<file path="src/rtl/cwsc_pkg.sv">
// Package for the complementary waveform shutdown controller.
// Assumes a single 40 MHz system clock and an AXI4-Lite register bus.
package cwsc_pkg;
  localparam logic [5:0] CWSC_OFS_CONTROL  = 6'h00;
  localparam logic [5:0] CWSC_OFS_POLARITY = 6'h04;
  localparam logic [5:0] CWSC_OFS_CLKSEL   = 6'h08;
  localparam logic [5:0] CWSC_OFS_DATASEL  = 6'h0c;
  localparam logic [5:0] CWSC_OFS_STEER    = 6'h10;
  localparam logic [5:0] CWSC_OFS_HALT0    = 6'h14;
  localparam logic [5:0] CWSC_OFS_HALT1    = 6'h18;
  localparam logic [5:0] CWSC_OFS_RISEGAP  = 6'h1c;
  localparam logic [5:0] CWSC_OFS_FALLGAP  = 6'h20;
  localparam logic [5:0] CWSC_OFS_IRQ      = 6'h24;
  // Field positions
  localparam int CWSC_BIT_EN       = 7;
  localparam int CWSC_BIT_RELOAD   = 6;
  localparam int CWSC_BIT_IN       = 5;
  localparam int CWSC_BIT_SHUTDOWN = 7;
  localparam int CWSC_BIT_REN      = 6;
  localparam int CWSC_POS_BD       = 4;
  localparam int CWSC_POS_AC       = 2;
  // Reset values
  localparam logic [7:0] CWSC_RST_HALT0 = 8'h14;
  localparam logic [7:0] CWSC_RST_ZERO  = 8'h00;
  localparam logic [1:0] CWSC_RESP_OKAY   = 2'b00;
  localparam logic [1:0] CWSC_RESP_SLVERR = 2'b10;
  // Override level codes
  localparam logic [1:0] CWSC_LVL_ONE  = 2'b11;
  localparam logic [1:0] CWSC_LVL_ZERO = 2'b10;
  localparam logic [1:0] CWSC_LVL_HIZ  = 2'b01;
  localparam logic [1:0] CWSC_LVL_IDLE = 2'b00;
  typedef enum logic [2:0] {
    CWSC_M_ASTEER, CWSC_M_SSTEER, CWSC_M_FWD, CWSC_M_REV, CWSC_M_HALF, CWSC_M_PP,
    CWSC_M_RSV6, CWSC_M_RSV7
  } cwsc_mode_t;
endpackage

</file>
<file path="src/rtl/cwsc_ctrl.sv">
// Control logic of a complementary waveform generator with auto-shutdown.
// Assumes inputs synchronous to aclk; dead-band counting runs on aclk.
// Summary of operation
// - Software setting shutdown flag forces outputs to override levels at once.
// - Without auto-resume, shutdown lasts while the flag stays set.
// - With auto-resume, hardware clears the flag and restarts on data rise.
// - Five kill sources each enabled; any enabled low source shuts down.
// - Enabled active source overrides outputs immediately, no added delay.
// - Sources are levels; shutdown holds until source ends or is disabled.
// - One field sets B and D levels, another sets A and C.
// - Every entry into shutdown sets the generator interrupt flag.
// - No restart until every shutdown cause is gone.
// - With auto-resume, hardware clears the flag once causes end.
// - After flag clears, output resumes at first data rising edge.
// - Software zero write to flag ignored while a cause is active.
// - Keeps working in sleep; oscillator clock keeps dead band running.
// - Enabling starts in shutdown with override levels applied.
// - Enable is bit 7; bit 6 reloads gap buffers after fall-rise.
// - Reload request accepted only when already enabled.
// - Three-bit mode selects steering, bridge, half-bridge, push-pull modes.
// - Bit 5 of second control reads selected data level, read-only.
// - Bits 3..0 invert outputs D, C, B, A when set.
// - Clock select zero picks system clock, one internal oscillator.
// - Four-bit data select picks source; codes 14 and 15 reserved.
// - Override codes: one, zero, tri-state, inactive level set by the polarity bit.
// - Dead band may exceed programmed count by one clock.
`timescale 1ns/10ps
module cwsc_ctrl
  import cwsc_pkg::*;
#(
  parameter int GAP_W = 6
) (
  // Clock and reset
  input  wire logic        aclk,
  input  wire logic        aresetn,
  // AXI4-Lite slave
  input  wire logic [5:0]  s_axi_awaddr,
  input  wire logic        s_axi_awvalid,
  output logic             s_axi_awready,
  input  wire logic [31:0] s_axi_wdata,
  input  wire logic [3:0]  s_axi_wstrb,
  input  wire logic        s_axi_wvalid,
  output logic             s_axi_wready,
  output logic [1:0]       s_axi_bresp,
  output logic             s_axi_bvalid,
  input  wire logic        s_axi_bready,
  input  wire logic [5:0]  s_axi_araddr,
  input  wire logic        s_axi_arvalid,
  output logic             s_axi_arready,
  output logic [31:0]      s_axi_rdata,
  output logic [1:0]       s_axi_rresp,
  output logic             s_axi_rvalid,
  input  wire logic        s_axi_rready,
  // Data sources, index equals data select code
  input  wire logic [13:0] data_sources,
  // Kill sources, active low
  input  wire logic        pin_select_input,
  input  wire logic        comparator1_result,
  input  wire logic        comparator2_result,
  input  wire logic        logic_cell2_out,
  input  wire logic        logic_cell4_out,
  // Clocking choice seen by the clock mux outside
  output logic             osc_clock_select,
  // Outputs A..D with enables
  output logic             drive_out_a,
  output logic             drive_out_b,
  output logic             drive_out_c,
  output logic             drive_out_d,
  output logic [3:0]       drive_oe,
  output logic             generator_irq_flag
);
  typedef struct packed {
    logic        aw_got;  logic [5:0] aw_addr;
    logic        w_got;   logic [31:0] w_data; logic [3:0] w_strb;
    logic        bvalid;  logic [1:0] bresp;
    logic        rvalid;  logic [31:0] rdata; logic [1:0] rresp;
    logic        enable;  logic reload; logic [2:0] mode;
    logic [3:0]  output_invert;
    logic        clk_sel; logic [3:0] data_source_field;
    logic [3:0]  steer_data; logic [3:0] steer_select;
    logic        shutdown; logic ren;
    logic [1:0]  bd_override_level; logic [1:0] ac_override_level;
    logic [4:0]  kill_source_enables;
    logic [GAP_W-1:0] rise_gap_count; logic [GAP_W-1:0] fall_gap_count;
    logic [GAP_W-1:0] rise_buf; logic [GAP_W-1:0] fall_buf;
    logic        reload_armed; logic data_q; logic running;
    logic [GAP_W-1:0] gap_cnt;
    logic [3:0]  wave; logic irq;
  } cwsc_state_t;
  cwsc_state_t st, next_st;

  logic       data_in;
  logic [4:0] kill_active;
  logic       kill_any;
  logic [7:0] reg_rd;
  logic       data_rise, data_fall, wr_fire, rd_fire;
  logic [3:0] level, ovr;

  function automatic logic [7:0] cwsc_read(input cwsc_state_t s, input logic [5:0] a,
                                            input logic din);
    case (a)
      CWSC_OFS_CONTROL:  cwsc_read = {s.enable, s.reload, 3'h0, s.mode};
      CWSC_OFS_POLARITY: cwsc_read = {2'h0, din, 1'h0, s.output_invert};
      CWSC_OFS_CLKSEL:   cwsc_read = {7'h00, s.clk_sel};
      CWSC_OFS_DATASEL:  cwsc_read = {4'h0, s.data_source_field};
      CWSC_OFS_STEER:    cwsc_read = {s.steer_data, s.steer_select};
      CWSC_OFS_HALT0:    cwsc_read = {s.shutdown, s.ren, s.bd_override_level,
                                      s.ac_override_level, 2'h0};
      CWSC_OFS_HALT1:    cwsc_read = {3'h0, s.kill_source_enables};
      CWSC_OFS_RISEGAP:  cwsc_read = 8'(s.rise_gap_count);
      CWSC_OFS_FALLGAP:  cwsc_read = 8'(s.fall_gap_count);
      CWSC_OFS_IRQ:      cwsc_read = {7'h00, s.irq};
      default:           cwsc_read = 8'h00;
    endcase
  endfunction

  function automatic logic cwsc_mapped(input logic [5:0] a);
    cwsc_mapped = (a <= CWSC_OFS_IRQ) && (a[1:0] == 2'b00);
  endfunction

  // Reserved select codes give a low data input
  assign data_in = (st.data_source_field < 4'he) ? data_sources[st.data_source_field] : 1'b0;
  // Enables 0..4: pin select, comparator 1, comparator 2, cell 2, cell 4
  assign kill_active = st.kill_source_enables &
                       ~{logic_cell4_out, logic_cell2_out, comparator2_result,
                         comparator1_result, pin_select_input};
  assign kill_any  = |kill_active;
  assign data_rise = data_in & ~st.data_q;
  assign data_fall = ~data_in & st.data_q;
  assign wr_fire   = st.aw_got & st.w_got & ~st.bvalid;
  assign rd_fire   = s_axi_arvalid & s_axi_arready;
  assign reg_rd    = cwsc_read(st, s_axi_araddr, data_in);

  always_comb begin
    next_st = st;
    if (s_axi_awvalid && !st.aw_got) begin
      next_st.aw_got  = 1'b1;
      next_st.aw_addr = s_axi_awaddr;
    end
    if (s_axi_wvalid && !st.w_got) begin
      next_st.w_got  = 1'b1;
      next_st.w_data = s_axi_wdata;
      next_st.w_strb = s_axi_wstrb;
    end
    if (st.bvalid && s_axi_bready) begin
      next_st.bvalid = 1'b0;
    end
    if (st.rvalid && s_axi_rready) begin
      next_st.rvalid = 1'b0;
    end
    if (rd_fire) begin
      next_st.rvalid = 1'b1;
      next_st.rdata  = {24'h000000, reg_rd};
      next_st.rresp  = cwsc_mapped(s_axi_araddr) ? CWSC_RESP_OKAY : CWSC_RESP_SLVERR;
    end
    next_st.data_q = data_in;
    // Dead-band counter; data sampled on aclk gives up to one clock of jitter
    if (data_rise || data_fall) begin
      next_st.gap_cnt = '0;
    end else if (st.gap_cnt != {GAP_W{1'b1}}) begin
      next_st.gap_cnt = st.gap_cnt + 1'b1;
    end
    // Buffered reload: arm on first fall, load on following rise
    if (st.reload && data_fall) begin
      next_st.reload_armed = 1'b1;
    end
    if (st.reload_armed && data_rise) begin
      next_st.rise_buf     = st.rise_gap_count;
      next_st.fall_buf     = st.fall_gap_count;
      next_st.reload       = 1'b0;
      next_st.reload_armed = 1'b0;
    end
    if (!st.enable) begin
      next_st.rise_buf = st.rise_gap_count;
      next_st.fall_buf = st.fall_gap_count;
      // A pending reload must not survive a disable
      next_st.reload       = 1'b0;
      next_st.reload_armed = 1'b0;
    end
    // Waveform: in half-bridge and push-pull, A/C follow data, B/D complementary, gapped after an edge
    case (cwsc_mode_t'(st.mode))
      CWSC_M_ASTEER, CWSC_M_SSTEER:
        next_st.wave = {4{data_in}};
      CWSC_M_FWD:
        next_st.wave = {data_in, 1'b0, 1'b0, 1'b1};
      CWSC_M_REV:
        next_st.wave = {1'b0, 1'b1, data_in, 1'b0};
      CWSC_M_HALF, CWSC_M_PP: begin
        next_st.wave[0] = data_in & (st.gap_cnt >= st.rise_buf);
        next_st.wave[1] = ~data_in & (st.gap_cnt >= st.fall_buf);
        next_st.wave[2] = next_st.wave[0];
        next_st.wave[3] = next_st.wave[1];
      end
      default:
        next_st.wave = 4'h0;
    endcase
    if (!st.shutdown && !kill_any && data_rise) begin
      next_st.running = 1'b1;
    end
    // Hardware sets win over clears
    if (kill_any) begin
      next_st.shutdown = 1'b1;
    end else if (st.ren && st.shutdown) begin
      next_st.shutdown = 1'b0;
    end
    if (st.shutdown || kill_any) begin
      next_st.running = 1'b0;
    end
    if (wr_fire) begin
      next_st.aw_got = 1'b0;
      next_st.w_got  = 1'b0;
      next_st.bvalid = 1'b1;
      next_st.bresp  = cwsc_mapped(st.aw_addr) ? CWSC_RESP_OKAY : CWSC_RESP_SLVERR;
      if (st.w_strb[0]) begin
        case (st.aw_addr)
          CWSC_OFS_CONTROL: begin
            next_st.enable = st.w_data[CWSC_BIT_EN];
            next_st.mode   = st.w_data[2:0];
            if (st.enable && st.w_data[CWSC_BIT_EN] && st.w_data[CWSC_BIT_RELOAD]) begin
              next_st.reload = 1'b1;
            end
            if (!st.w_data[CWSC_BIT_EN]) begin
              next_st.reload       = 1'b0;
              next_st.reload_armed = 1'b0;
            end
            if (!st.enable && st.w_data[CWSC_BIT_EN]) begin
              next_st.shutdown = 1'b1;
              next_st.running  = 1'b0;
            end
          end
          CWSC_OFS_POLARITY: next_st.output_invert = st.w_data[3:0];
          CWSC_OFS_CLKSEL:   next_st.clk_sel = st.w_data[0];
          CWSC_OFS_DATASEL:  next_st.data_source_field = st.w_data[3:0];
          CWSC_OFS_STEER: begin
            next_st.steer_data   = st.w_data[7:4];
            next_st.steer_select = st.w_data[3:0];
          end
          CWSC_OFS_HALT0: begin
            next_st.ren = st.w_data[CWSC_BIT_REN];
            next_st.bd_override_level = st.w_data[CWSC_POS_BD +: 2];
            next_st.ac_override_level = st.w_data[CWSC_POS_AC +: 2];
            if (st.w_data[CWSC_BIT_SHUTDOWN]) begin
              next_st.shutdown = 1'b1;
              next_st.running  = 1'b0;
            end else if (!kill_any && !(st.ren && st.shutdown)) begin
              next_st.shutdown = 1'b0;
            end
          end
          CWSC_OFS_HALT1:   next_st.kill_source_enables = st.w_data[4:0];
          CWSC_OFS_RISEGAP: next_st.rise_gap_count = st.w_data[GAP_W-1:0];
          CWSC_OFS_FALLGAP: next_st.fall_gap_count = st.w_data[GAP_W-1:0];
          CWSC_OFS_IRQ:     next_st.irq = st.irq & ~st.w_data[0];
          default: ;
        endcase
      end
    end
    if (next_st.shutdown && !st.shutdown) begin
      next_st.irq = 1'b1;
    end
  end

  always_ff @(posedge aclk) begin
    if (!aresetn) begin
      st                   <= '0;
      st.bd_override_level <= CWSC_RST_HALT0[CWSC_POS_BD +: 2];
      st.ac_override_level <= CWSC_RST_HALT0[CWSC_POS_AC +: 2];
    end else begin
      st <= next_st;
    end
  end

  // Outputs: live kill sources override without waiting for an edge
  genvar gi;
  generate
    for (gi = 0; gi < 4; gi++) begin : g_out
      logic [1:0] code;
      logic       pol_wave;
      assign code = gi[0] ? st.bd_override_level : st.ac_override_level;
      assign pol_wave = ((st.mode[2:1] == 2'b00 && !st.steer_select[gi]) ?
                         st.steer_data[gi] : st.wave[gi]) ^ st.output_invert[gi];
      always_comb begin
        case (code)
          CWSC_LVL_ONE:  ovr[gi] = 1'b1;
          CWSC_LVL_ZERO: ovr[gi] = 1'b0;
          CWSC_LVL_HIZ:  ovr[gi] = 1'b0;
          default:       ovr[gi] = st.output_invert[gi];
        endcase
        if (!st.enable) begin
          level[gi] = 1'b0;
        end else if (st.shutdown || kill_any || !st.running) begin
          level[gi] = ovr[gi];
        end else begin
          level[gi] = pol_wave;
        end
      end
      assign drive_oe[gi] = !(st.enable && (st.shutdown || kill_any || !st.running) &&
                              code == CWSC_LVL_HIZ);
    end
  endgenerate

  assign drive_out_a = level[0];
  assign drive_out_b = level[1];
  assign drive_out_c = level[2];
  assign drive_out_d = level[3];
  assign generator_irq_flag = st.irq;
  assign osc_clock_select   = st.clk_sel;
  assign s_axi_awready = ~st.aw_got;
  assign s_axi_wready  = ~st.w_got;
  assign s_axi_bvalid  = st.bvalid;
  assign s_axi_bresp   = st.bresp;
  assign s_axi_arready = ~st.rvalid;
  assign s_axi_rvalid  = st.rvalid;
  assign s_axi_rdata   = st.rdata;
  assign s_axi_rresp   = st.rresp;
endmodule

</file>
<file path="config.mk">
export PLATFORM = sky130hd
export DESIGN_NAME = cwsc_ctrl
export DESIGN_NICKNAME = d
export VERILOG_FILES = /design/src/rtl/cwsc_pkg.sv /design/src/rtl/cwsc_ctrl.sv
export SDC_FILE = /design/constraint.sdc
export NUM_CORES = 1
export LEC_CHECK = 0
export BUFFER_PORTS_ARGS = -buffer_cell sky130_fd_sc_hd__buf_2
export CORE_ASPECT_RATIO = 1.75
export CORE_MARGIN = 3
export CORE_UTILIZATION = 56
export CTS_BUF_LIST = sky130_fd_sc_hd__clkbuf_8
export CTS_CLUSTER_SIZE = 12
export DETAILED_ROUTE_END_ITERATION = 6
export PLACE_DENSITY = 0.95
export REMOVE_ABC_BUFFERS = 1
export SLEW_MARGIN = 20
export SYNTH_ARGS = -nofsm -noshare
export SYNTH_HDL_FRONTEND = slang
export SYNTH_SLANG_ARGS = --single-unit
</file>
<file path="constraint.sdc">
create_clock -name aclk -period 3.4 [get_ports aclk]
set_clock_uncertainty 0.2 [all_clocks]
set_input_delay 0.85 -clock aclk [delete_from_list [all_inputs] [get_ports aclk]]
set_output_delay 0.85 -clock aclk [all_outputs]
set_load 0.1 [all_outputs]
</file>
==> metrics.yaml, run 1 <==
yosys:
  synth_most_common_cell: "dfxtp_1"
  syn_area_sq_um: 5200
  ys_ff_latch: 100
  synth_area_leader_cell: "dfxtp_1"
  synth_edf_count: 0
  synth_common_cells: "100 x dfxtp_1, 82 x nand2_1, 58 x mux2i_1, 57 x nor2_1, 46 x a21oi_1"
  ys_warn_count: 0
  yosysSeqAreaShare_pct: 38.5
  ys.flop_type: "dfxtp_1"
  synthCells: 616
  syn_avg_cell_area_sq_um: 8.44
  ys_top_cells_by_area: "dfxtp_1 38%, mux2i_1 11%, nand2_1 5.9%"
  synthArstFlopShare_pct: 0
  netlist.area_leader.share_pct: 38.5
  synth.distinct_cells: 56
pwr:
  clkPwrFrac_pct: 31.9
  peakVddDrop_mv: 0.310
  sw_frac_of_total_pct: 30.6
  p_sw_uw: 714
  leakage_nw: 2.39
  p_seq_share_pct: 52.6
  power_density_nw_per_um2: 401
  internal_power_mw: 1.62
  p_total_mw: 2.33
  combPwrFrac_pct: 15.5
floorplanning:
  die_x_um: 78.8
  fp.coreArea_sq_um: 8840
  start_util_pct: 58.8
  die_area_sq_um: 10500
  io_pins: 125
  rows: 45
  die_h_um: 133
routing:
  dr.pass1.iters: 5
  wl_per_cell_um: 17.8
  ant_nets: 0
  avgViaCountPerCell: 5.91
  drc_errors: 0
  vias: 4618
  drtIter0Drc: 419
  detail_route.wirelength_um: 13900
clocking:
  cts_made_buffers: 9
  cts_sinks: 100
  ctsHoldBuffers: 0
  cts_buffer_depth: 2
  cts_root_buffer: "clkbuf_8"
  postCtsSetupRepairBufs: 0
  cts_htree_levels: 3
  cts_tree: "built"
  cts.clk_slew.worst_paths_ns: 0.09
  worst_skew_pair.late_latency_ns: 0.38
worst_setup_path:
  slowest_stage: "nor4_4"
  cp_common_cell: "buf_12"
  critPathTopFamily: "buffers and inverters"
  crit_fanout: 9
  max_stage_delay_ns: 0.29
  required_ns: 2.35
  critPathCapture: "drive_out_a"
  path_class: "primary input to primary output"
  end_kind: "primary output"
  worst-path-buf-inv: 4
  r2r_slack_ns: 0.67
  r2r-start: "st[59]"
  path_depth: 9
  worstRegToRegCells: 9
  path_cells: "buf_2 -> nand2b_1 -> o221ai_2 -> nor4_4 -> buf_12 -> buf_4 -> mux2i_1 -> o2bb2ai_2 -> buf_12"
  r2r-end: "st[22]"
  critPathArrivalTime_ns: 2.30
  cp-startpoint: "pin_select_input"
  setup.worst_path.start_class: "primary input"
place:
  hpwl_um: 10500
  place_congestion: 0.982
  io_buffer_count: 71
sta:
  period_needed_ns: 3.35
  tightestPinTransition_ns: 0.814
  slew_violations: 0
  maxClockFrequency_mhz: 298
  slew_headroom_pct: 45.6
  finalSetupTns_ns: 0
  hold_viol: 0
  finalCritPeriodShare_pct: 98.5
  setup_viol: 0
  whs_ns: 0.257
  rsz0062_at_grt: "no"
finish:
  fillers: 732
  syn_to_final_growth_pct: 11.9
  fin_util_pct: 65.8
  drive_gt1_share_pct: 17.4
  insertedDiodeCount: 0
  fin_nets: 750
grt:
  antenna_found_initial: 0
  grt_pass1_vias: 4648
  grtUsageTotal_pct: 27.3
  grt_overflow: 0
  grt_pass1_wl_um: 22500
  grt_max_degree: 48
job:
  maxCapViolCount: 0
min_path:
  hold_path.class: "flop to flop"
run_status:
  status: "finished, final reports clean"
[final cells by class]
class / instances / area (sq um) / area share (%)
clock buffers: 10 / 138 / 2.37
clock inverters: 5 / 46.3 / 0.796
inverters: 27 / 101 / 1.74
multi-input cells: 442 / 2820 / 48.5
flip-flops and latches: 100 / 2000 / 34.4
well taps: 117 / 146 / 2.52
repair buffers: 81 / 563 / 9.68
[per-layer routing]
metal | part of all wire [%] | track usage [%] | routed length, um
met5 | 0 | 0 | 0
met4 | 7.1 | 21.4 | 997
met3 | 7.0 | 4.74 | 976
met2 | 51 | 47.2 | 7050
met1 | 35 | 28.4 | 4920
[worst min-delay path: stages (launching register included)]
cell,delay [ns]
dfxtp_1,0.32
nand2_1,0.05
a21oi_1,0.05
[placed cells by master, fill, tap and decap left out, types with 3 or more instances in the layout]
cell	count
mux2i_1	57
nand2_1	82
dfxtp_1	100
a21o_1	4
buf_4	9
nand4_1	6
nand3_1	28
ha_1	15
nand2b_1	10
and3_1	3
buf_12	9
a211oi_1	3
clkbuf_8	10
a31oi_1	5
nor3_1	13
mux4_2	4
a21oi_1	46
nor2_1	57
conb_1	26
inv_1	29
a22oi_1	3
buf_2	63
nor2b_1	5
nor4_1	3
or2_2	4
o21ai_0	23
[state kept, by name, summed over array words and instances (netlist names)]
signal,cells
g_out.code,4
generator_irq_flag,1
osc_clock_select,1
s_axi_bresp,1
s_axi_bvalid,1
s_axi_rdata,8
s_axi_rresp,1
s_axi_rvalid,1
st,82
[how the worst min path moves through the flow]
stage / depth (start not counted) / start / end / slack (ns)
after CTS: 2 / st[19] / st[19] / 0.26
after detailed placement: 2 / st[19] / st[19] / 0.24
after global placement: 2 / st[23] / st[23] / 0.24
after floorplan: 2 / st[22] / st[22] / 0.23
final: 2 / st[19] / st[19] / 0.26
after global routing: 2 / st[24] / st[24] / 0.28
[logic make-up after synthesis]
family	count (synthesis)	share of synthesized area (%)
simple gates	227	20.6
compound gates	106	12.4
flops	100	38.5
buf+inv	99	10.0
mux	65	14.2
fa+ha+maj	15	3.61
xor+xnor	3	0.505
other cells	1	0.0721
[metrics by stage]
stage          instance area [sq um]  std cells  worst slack, ns
2_1_floorplan                   4870        569            -1.69
3_3_place_gp                    5590        767          -0.0525
3_5_place_dp                    5590        767          -0.0794
4_1_cts                         5790        782          -0.0202
5_1_grt                         5820        782           0.0194
6_report                        5820        782           0.0498
[power groups by stage]
stage | Combinational [mW] | Clock [mW] | Sequential [mW]
global placement | 0.348 | 0 | 1.25
floorplan | 0.246 | 0 | 1.26
CTS | 0.358 | 0.746 | 1.22
detailed placement | 0.356 | 0 | 1.25
finish | 0.362 | 0.745 | 1.23
global route | 0.384 | 0.796 | 1.23
[timing repair]
action,4_1_cts,5_1_grt
resized for setup,2,6
setup endpoints to repair,6,7
cloned,0,0
(Power assumes the default switching activity.)
==> run 2: changes to the inputs <==
ABC_AREA = 1   (was not set)
==> run 2 against run 1 <==
  * Maximum frequency grew 5.3%
  * Register-to-register slack gained 0.21 ns
  * Die area shrank 0.46%
  * Synthesized cell count grew 20%
  * Combinational power grew 3%
  * Sequential power is essentially flat
  * Total power shrank 5.4%
  * Wire length shrank 4.6%
  * Worst setup slack gained 0.17 ns
  * Area after synthesis shrank 0.48%
  * Utilization shrank 1.2 points
  * Largest cell class unchanged
==> metrics.yaml, run 2 <==
floorplanning:
  die_area_sq_um: 10500  # about the same
  start_util_pct: 58.5  # was 58.8%
  die_h_um: 133  # about the same
  io_pins: 125  # unchanged
  die_x_um: 78.7  # was 78.8 um
  rows: 45  # unchanged
  fp.coreArea_sq_um: 8840  # unchanged
sta:
  period_needed_ns: 3.18  # was 3.35 ns
  finalCritPeriodShare_pct: 93.5  # was 98.5%
  timing.final.ws_setup_ns: 0.220  # was 0.0498 ns
  hold_viol: 0  # unchanged
  slew_violations: 0  # unchanged
  maxClockFrequency_mhz: 314  # was 298 MHz
  slew_headroom_pct: 65.8  # was 45.6%
  setup_viol: 0  # unchanged
  tightestPinTransition_ns: 0.510  # was 0.814 ns
worst_setup_path:
  path_class: "flop to primary output"  # was primary input to primary output
  crit_fanout: 8  # was 9
  r2r-end: "st[22]"  # unchanged
  critPathArrivalTime_ns: 2.13  # was 2.30 ns
  r2r_slack_ns: 0.88  # was 0.67 ns
  required_ns: 2.35  # about the same
  setup.worst_path.start_class: "flop"  # was primary input
  end_kind: "primary output"  # unchanged
  worstRegToRegCells: 12  # was 9
  r2r-start: "st[57]"  # was st[59]
min_path:
  hold_depth: 2  # unchanged
  min_to: "s_axi_rdata[7]"  # was st[19]
  hp-start: "s_axi_rdata[7]"  # was st[19]
  hold_path.class: "flop to flop"  # unchanged
place:
  io_buffer_count: 71  # unchanged
  placed_cells: 898  # was 767
  hpwl_um: 10200  # was 10500 um
  dp_worst_setup_slack_ns: 0.120  # was -0.0794 ns
  placed_area_sq_um: 5560  # was 5590 sq um
  place_congestion: 0.944  # was 0.982
yosys:
  synthCells: 737  # was 616
  ys_ff_latch: 100  # unchanged
  yosysSeqAreaShare_pct: 38.7  # was 38.5%
  synth_edf_count: 0  # unchanged
  netlist.area_leader.share_pct: 38.7  # was 38.5%
  synth_common_cells: "109 x inv_1, 106 x nand2_1, 100 x dfxtp_1, 87 x a21oi_1, 83 x o21ai_0"  # was 100 x dfxtp_1, 82 x nand2_1, 58 x mux2i_1, 57 x nor2_1, 46 x a21oi_1
  ys_warn_count: 0  # unchanged
  synth_most_common_cell: "inv_1"  # was dfxtp_1
  synth_area_leader_cell: "dfxtp_1"  # unchanged
  syn_area_sq_um: 5170  # was 5200 sq um
  syn_avg_cell_area_sq_um: 7.02  # was 8.44 sq um
  ys_top_cells_by_area: "dfxtp_1 39%, a21oi_1 8.4%, o21ai_0 8.0%"  # was dfxtp_1 38%, mux2i_1 11%, nand2_1 5.9%
  synth.distinct_cells: 35  # was 56
  synthArstFlopShare_pct: 0  # unchanged
  ys.flop_type: "dfxtp_1"  # unchanged
clocking:
  cts.clk_slew.worst_paths_ns: 0.09  # about the same
  ctsHoldBuffers: 0  # unchanged
  worst_skew_pair.late_latency_ns: 0.36  # was 0.38 ns
  cts_made_buffers: 9  # unchanged
  cts_root_buffer: "clkbuf_8"  # unchanged
  cts_sinks: 100  # unchanged
  cts_buffer_depth: 2  # unchanged
  cts_tree: "built"  # unchanged
  cts_htree_levels: 3  # unchanged
pwr:
  sw_frac_of_total_pct: 31.3  # was 30.6%
  p_sw_uw: 692  # was 714 uW
  peakVddDrop_mv: 0.310  # about the same
  leakage_nw: 2.52  # was 2.39 nW
  p_total_mw: 2.21  # was 2.33 mW
  p_seq_share_pct: 55.5  # was 52.6%
  combPwrFrac_pct: 16.8  # was 15.5%
  internal_power_mw: 1.52  # was 1.62 mW
  clkPwrFrac_pct: 27.7  # was 31.9%
  power_density_nw_per_um2: 386  # was 401 nW/um^2
routing:
  dr.pass1.iters: 5  # unchanged
  detail_route.wirelength_um: 13300  # was 13900 um
  drtIter0Drc: 324  # was 419
  avgViaCountPerCell: 5.43  # was 5.91
  ant_nets: 0  # unchanged
  wl_per_cell_um: 14.6  # was 17.8 um
  drc_errors: 0  # unchanged
  vias: 4940  # was 4618
finish:
  final_cell_mix: "109 x inv_1, 105 x nand2_1, 100 x dfxtp_1"  # was 100 x dfxtp_1, 82 x nand2_1, 63 x buf_2
  fin_area_sq_um: 5710  # was 5820 sq um
  fin_nets: 881  # was 750
  syn_to_final_growth_pct: 10.4  # was 11.9%
  final-seq-area_sq_um: 2000  # unchanged
  instances_no_fill: 910  # was 782
  insertedDiodeCount: 0  # unchanged
  fin_util_pct: 64.6  # was 65.8%
  fillers: 770  # was 732
  max_flop_register: "st"  # unchanged
  drive_gt1_share_pct: 15.4  # was 17.4%
  multiInputGateArea_sq_um: 2470  # was 2820 sq um
  final_common_cell: "inv_1"  # was dfxtp_1
  largest_reg_flops: 82  # unchanged
grt:
  grt_pass1_wl_um: 21300  # was 22500 um
  grt_overflow: 0  # unchanged
  grt_max_degree: 50  # was 48
  antenna_found_initial: 0  # unchanged
  grt_pass1_vias: 4696  # was 4648
  grtUsageTotal_pct: 25.7  # was 27.3%
run_status:
  status: "finished, final reports clean"  # unchanged
job:
  maxCapViolCount: 0  # unchanged
run 2: logic make-up after synthesis:
group	share of synthesized area [%]
DFF	38.7
adders and majority gates	3.63
buffers and inverters	15.7
and+or+nand+nor	20.4
AOI/OAI and AO/OA	20.5
other	0.0725
xor gates and xnor gates	1.02
run 2: cell type report:
cell class                 instances  share of cell area [%]
clock buffer                       9                    2.17
clock inverter                     3                   0.328
inverter                         119                    7.86
multi-input combinational        487                    43.2
sequential                       100                    35.0
tap                              117                    2.56
timing repair buffer              75                    8.85
run 2: what timing repair did:
item / in CTS / in global routing
endpoints found under the setup margin: 0 / 4
hold endpoints to repair: 0 / 0
buffers inserted: 0 / 0
resized for setup: 0 / 6
run 2: worst max-delay path, stage by stage, from the launching register on:
cell	delay, ns
dfxtp_1	0.35
nor2_1	0.20
buf_4	0.21
a21oi_1	0.07
a31oi_1	0.34
xor2_1	0.12
nand2_1	0.08
nand2_1	0.06
nor2_2	0.16
buf_12	0.19
run 2: worst max-delay path by stage:
| stage | from | endpoint | slack, ns | cells after the start |
|---|---|---|---|---|
| detailed placement | logic_cell4_out | drive_out_b | 0.12 | 12 |
| global route | logic_cell4_out | drive_out_a | -0.02 | 12 |
| global placement | logic_cell4_out | drive_out_b | 0.09 | 12 |
| finish | st[67] | drive_out_c | 0.22 | 9 |
| CTS | logic_cell4_out | drive_out_b | 0.08 | 12 |
| floorplan | logic_cell4_out | drive_out_d | -0.47 | 10 |
run 2: metal layers:
metal / vias up / wire length (um) / GRT usage (%)
met5: - / 0 / 0
met4: 0 / 1120 / 20.1
met3: 73 / 886 / 3.38
met2: 233 / 6930 / 46.9
met1: 2208 / 4370 / 25.3
li1: 2426 / - / -
run 2: power groups by stage:
stage	clock network (mW)	registers, mW	logic, mW
after global routing	0.657	1.23	0.400
after floorplan	0	1.27	0.263
final	0.612	1.22	0.372
after global placement	0	1.25	0.362
after detailed placement	0	1.25	0.367
after CTS	0.615	1.22	0.368
run 2: per-stage QoR:
step                hold slack [ns]  TNS [ns]
floorplan                     0.233     -3.63
global placement              0.246         0
detailed placement            0.254         0
CTS                           0.266         0
global route                  0.295   -0.0175
finish                        0.263         0
==> run 3: changes to the inputs <==
==> constraint.sdc (replaced) <==
create_clock -name aclk -period 3.4 [get_ports aclk]
set_clock_uncertainty 0.2 [all_clocks]
set_input_delay 0.34 -clock aclk [delete_from_list [all_inputs] [get_ports aclk]]
set_output_delay 0.34 -clock aclk [all_outputs]
set_load 0.1 [all_outputs]
==> run 3 against run 2 <==
  * Global-route usage increased by 1.1 points
  * Total power increased by 5.7%
  * Combinational power is 1% higher
  * Count of clock-buffer cells in the layout grew 1
  * Sequential cell count is the same
  * Critical path type unchanged
  * First-iteration DRC count is 12% lower
  * Sequential share of layout area up 0.30 points
  * Utilization fell by 0.55 points
  * Maximum frequency grew 6.9%
  * Largest power group unchanged
  * Sequential power barely moved
==> metrics.yaml, run 3 (same netlist as run 2, synthesis figures left out) <==
run_status:
  status: "finished, final reports clean"  # unchanged
worst_setup_path:
  r2r-start: "st[57]"  # unchanged
  path_class: "flop to primary output"  # unchanged
  required_ns: 2.86  # was 2.35 ns
  crit_fanout: 11  # was 8
  max_stage_delay_ns: 0.50  # was 0.35 ns
  setup.worst_path.start_class: "flop"  # unchanged
  slowest_stage: "nor2_1"  # was dfxtp_1
  worstRegToRegCells: 12  # unchanged
  critPathArrivalTime_ns: 2.44  # was 2.13 ns
  r2r_slack_ns: 0.95  # was 0.88 ns
  path_cells: "nor2_1 -> a21oi_1 -> a31oi_1 -> xor2_1 -> nand2_1 -> nand2_1 -> nor2_1 -> buf_2"  # was nor2_1 -> buf_4 -> a21oi_1 -> a31oi_1 -> xor2_1 -> nand2_1 -> nand2_1 -> nor2_2 -> buf_12
  r2r-end: "st[19]"  # was st[22]
  end_kind: "primary output"  # unchanged
  cp-startpoint: "st[67]"  # unchanged
finish:
  final_common_cell: "inv_1"  # unchanged
  fillers: 780  # was 770
  insertedDiodeCount: 0  # unchanged
  largest_reg_flops: 82  # unchanged
  final_cell_mix: "112 x inv_1, 106 x nand2_1, 100 x dfxtp_1"  # was 109 x inv_1, 105 x nand2_1, 100 x dfxtp_1
  fin_nets: 885  # was 881
  syn_to_final_growth_pct: 9.48  # was 10.4%
  max_flop_register: "st"  # unchanged
  final-seq-area_sq_um: 2000  # unchanged
  multiInputGateArea_sq_um: 2450  # was 2470 sq um
  drive_gt1_share_pct: 14.2  # was 15.4%
min_path:
  hp-start: "s_axi_wstrb[0]"  # was s_axi_rdata[7]
  hold_depth: 3  # was 2
  hold_path.class: "primary input to flop"  # was flop to flop
  min_to: "st[109]"  # was s_axi_rdata[7]
pwr:
  peakVddDrop_mv: 0.361  # was 0.310 mV
  power_density_nw_per_um2: 412  # was 386 nW/um^2
  p_total_mw: 2.33  # was 2.21 mW
  leakage_nw: 2.52  # about the same
sta:
  setup_viol: 0  # unchanged
  rsz0062_at_grt: "no"
  slew_violations: 0  # unchanged
  finalCritPeriodShare_pct: 87.5  # was 93.5%
  maxClockFrequency_mhz: 336  # was 314 MHz
  tightestPinTransition_ns: 0.715  # was 0.510 ns
  hold_viol: 0  # unchanged
  period_needed_ns: 2.98  # was 3.18 ns
  slew_headroom_pct: 52.3  # was 65.8%
  finalSetupTns_ns: 0  # unchanged
clocking:
  postCtsSetupRepairBufs: 0  # unchanged
  cts_made_buffers: 9  # unchanged
  worst_skew_pair.late_latency_ns: 0.37  # was 0.36 ns
  cts_htree_levels: 3  # unchanged
  cts_tree: "built"  # unchanged
  cts.clk_slew.worst_paths_ns: 0.09  # about the same
  cts_sinks: 100  # unchanged
  cts_buffer_depth: 2  # unchanged
  cts_root_buffer: "clkbuf_8"  # unchanged
floorplanning:
  start_util_pct: 58.5  # unchanged
  die_area_sq_um: 10500  # unchanged
  rows: 45  # unchanged
  die_x_um: 78.7  # unchanged
  die_h_um: 133  # unchanged
  io_pins: 125  # unchanged
  fp.coreArea_sq_um: 8840  # unchanged
routing:
  dr.pass1.iters: 5  # unchanged
  ant_nets: 0  # unchanged
  detail_route.wirelength_um: 13800  # was 13300 um
  drc_errors: 0  # unchanged
  vias: 4955  # was 4940
  drtIter0Drc: 285  # was 324
  wl_per_cell_um: 15.0  # was 14.6 um
  avgViaCountPerCell: 5.40  # was 5.43
job:
  maxCapViolCount: 0  # unchanged
grt:
  grt_pass1_wl_um: 21800  # was 21300 um
  grt_pass1_vias: 4768  # was 4696
  antenna_found_initial: 0  # unchanged
  grt_overflow: 0  # unchanged
  grtUsageTotal_pct: 26.8  # was 25.7%
  grt_max_degree: 49  # was 50
place:
  place_congestion: 0.959  # was 0.944
  io_buffer_count: 71  # unchanged
  hpwl_um: 10500  # was 10200 um
run 3: worst max-delay path by stage:
stage / to / cells past startpoint
floorplan: drive_out_a / 7
global placement: drive_out_b / 12
detailed placement: drive_out_d / 12
CTS: drive_out_d / 12
global route: drive_out_a / 12
finish: drive_out_c / 8
run 3: power breakdown:
group          switching [mW]  internal [mW]
logic                   0.304         0.0722
registers              0.0268           1.20
clock network           0.384          0.348
total                   0.715           1.62
run 3: layout make-up:
type                    count  area share, %
flip-flops and latches    100           35.3
repair buffers             79           7.60
inverters                 119           7.93
clock inverters             5          0.817
well taps                 117           2.58
clock buffers              10           2.43
multi-input cells         487           43.3
run 3: through the flow:
step                cell area, sq um  instances  setup WS [ns]  utilization, %  hold WS [ns]
detailed placement              5420        896          0.814            61.3         0.257
finish                          5670        917          0.425            64.1       0.00858
floorplan                       4900        706          0.440               -         0.233
CTS                             5670        917          0.435            64.1       0.00333
global route                    5670        917          0.174            64.1        0.0430
global placement                5420        896          0.829            61.3         0.245
run 3: worst max-delay path: cells and delay by family (launching register included):
family / cells / cell delay [ns]
compound gates: 2 / 0.47
buf+inv: 1 / 0.43
simple gates: 4 / 0.71
flops: 1 / 0.34
xor+xnor: 1 / 0.11
run 3: timing repair:
item	in CTS	in global routing
hold endpoints to repair	6	0
resized for setup	0	0
hold buffers	6	0
run 3: layer usage:
layer  track usage, %  share of wire (%)
met1             24.8                 33
met2             49.7                 53
met3             5.07                5.1
met4             20.6                8.2
met5                0                  0
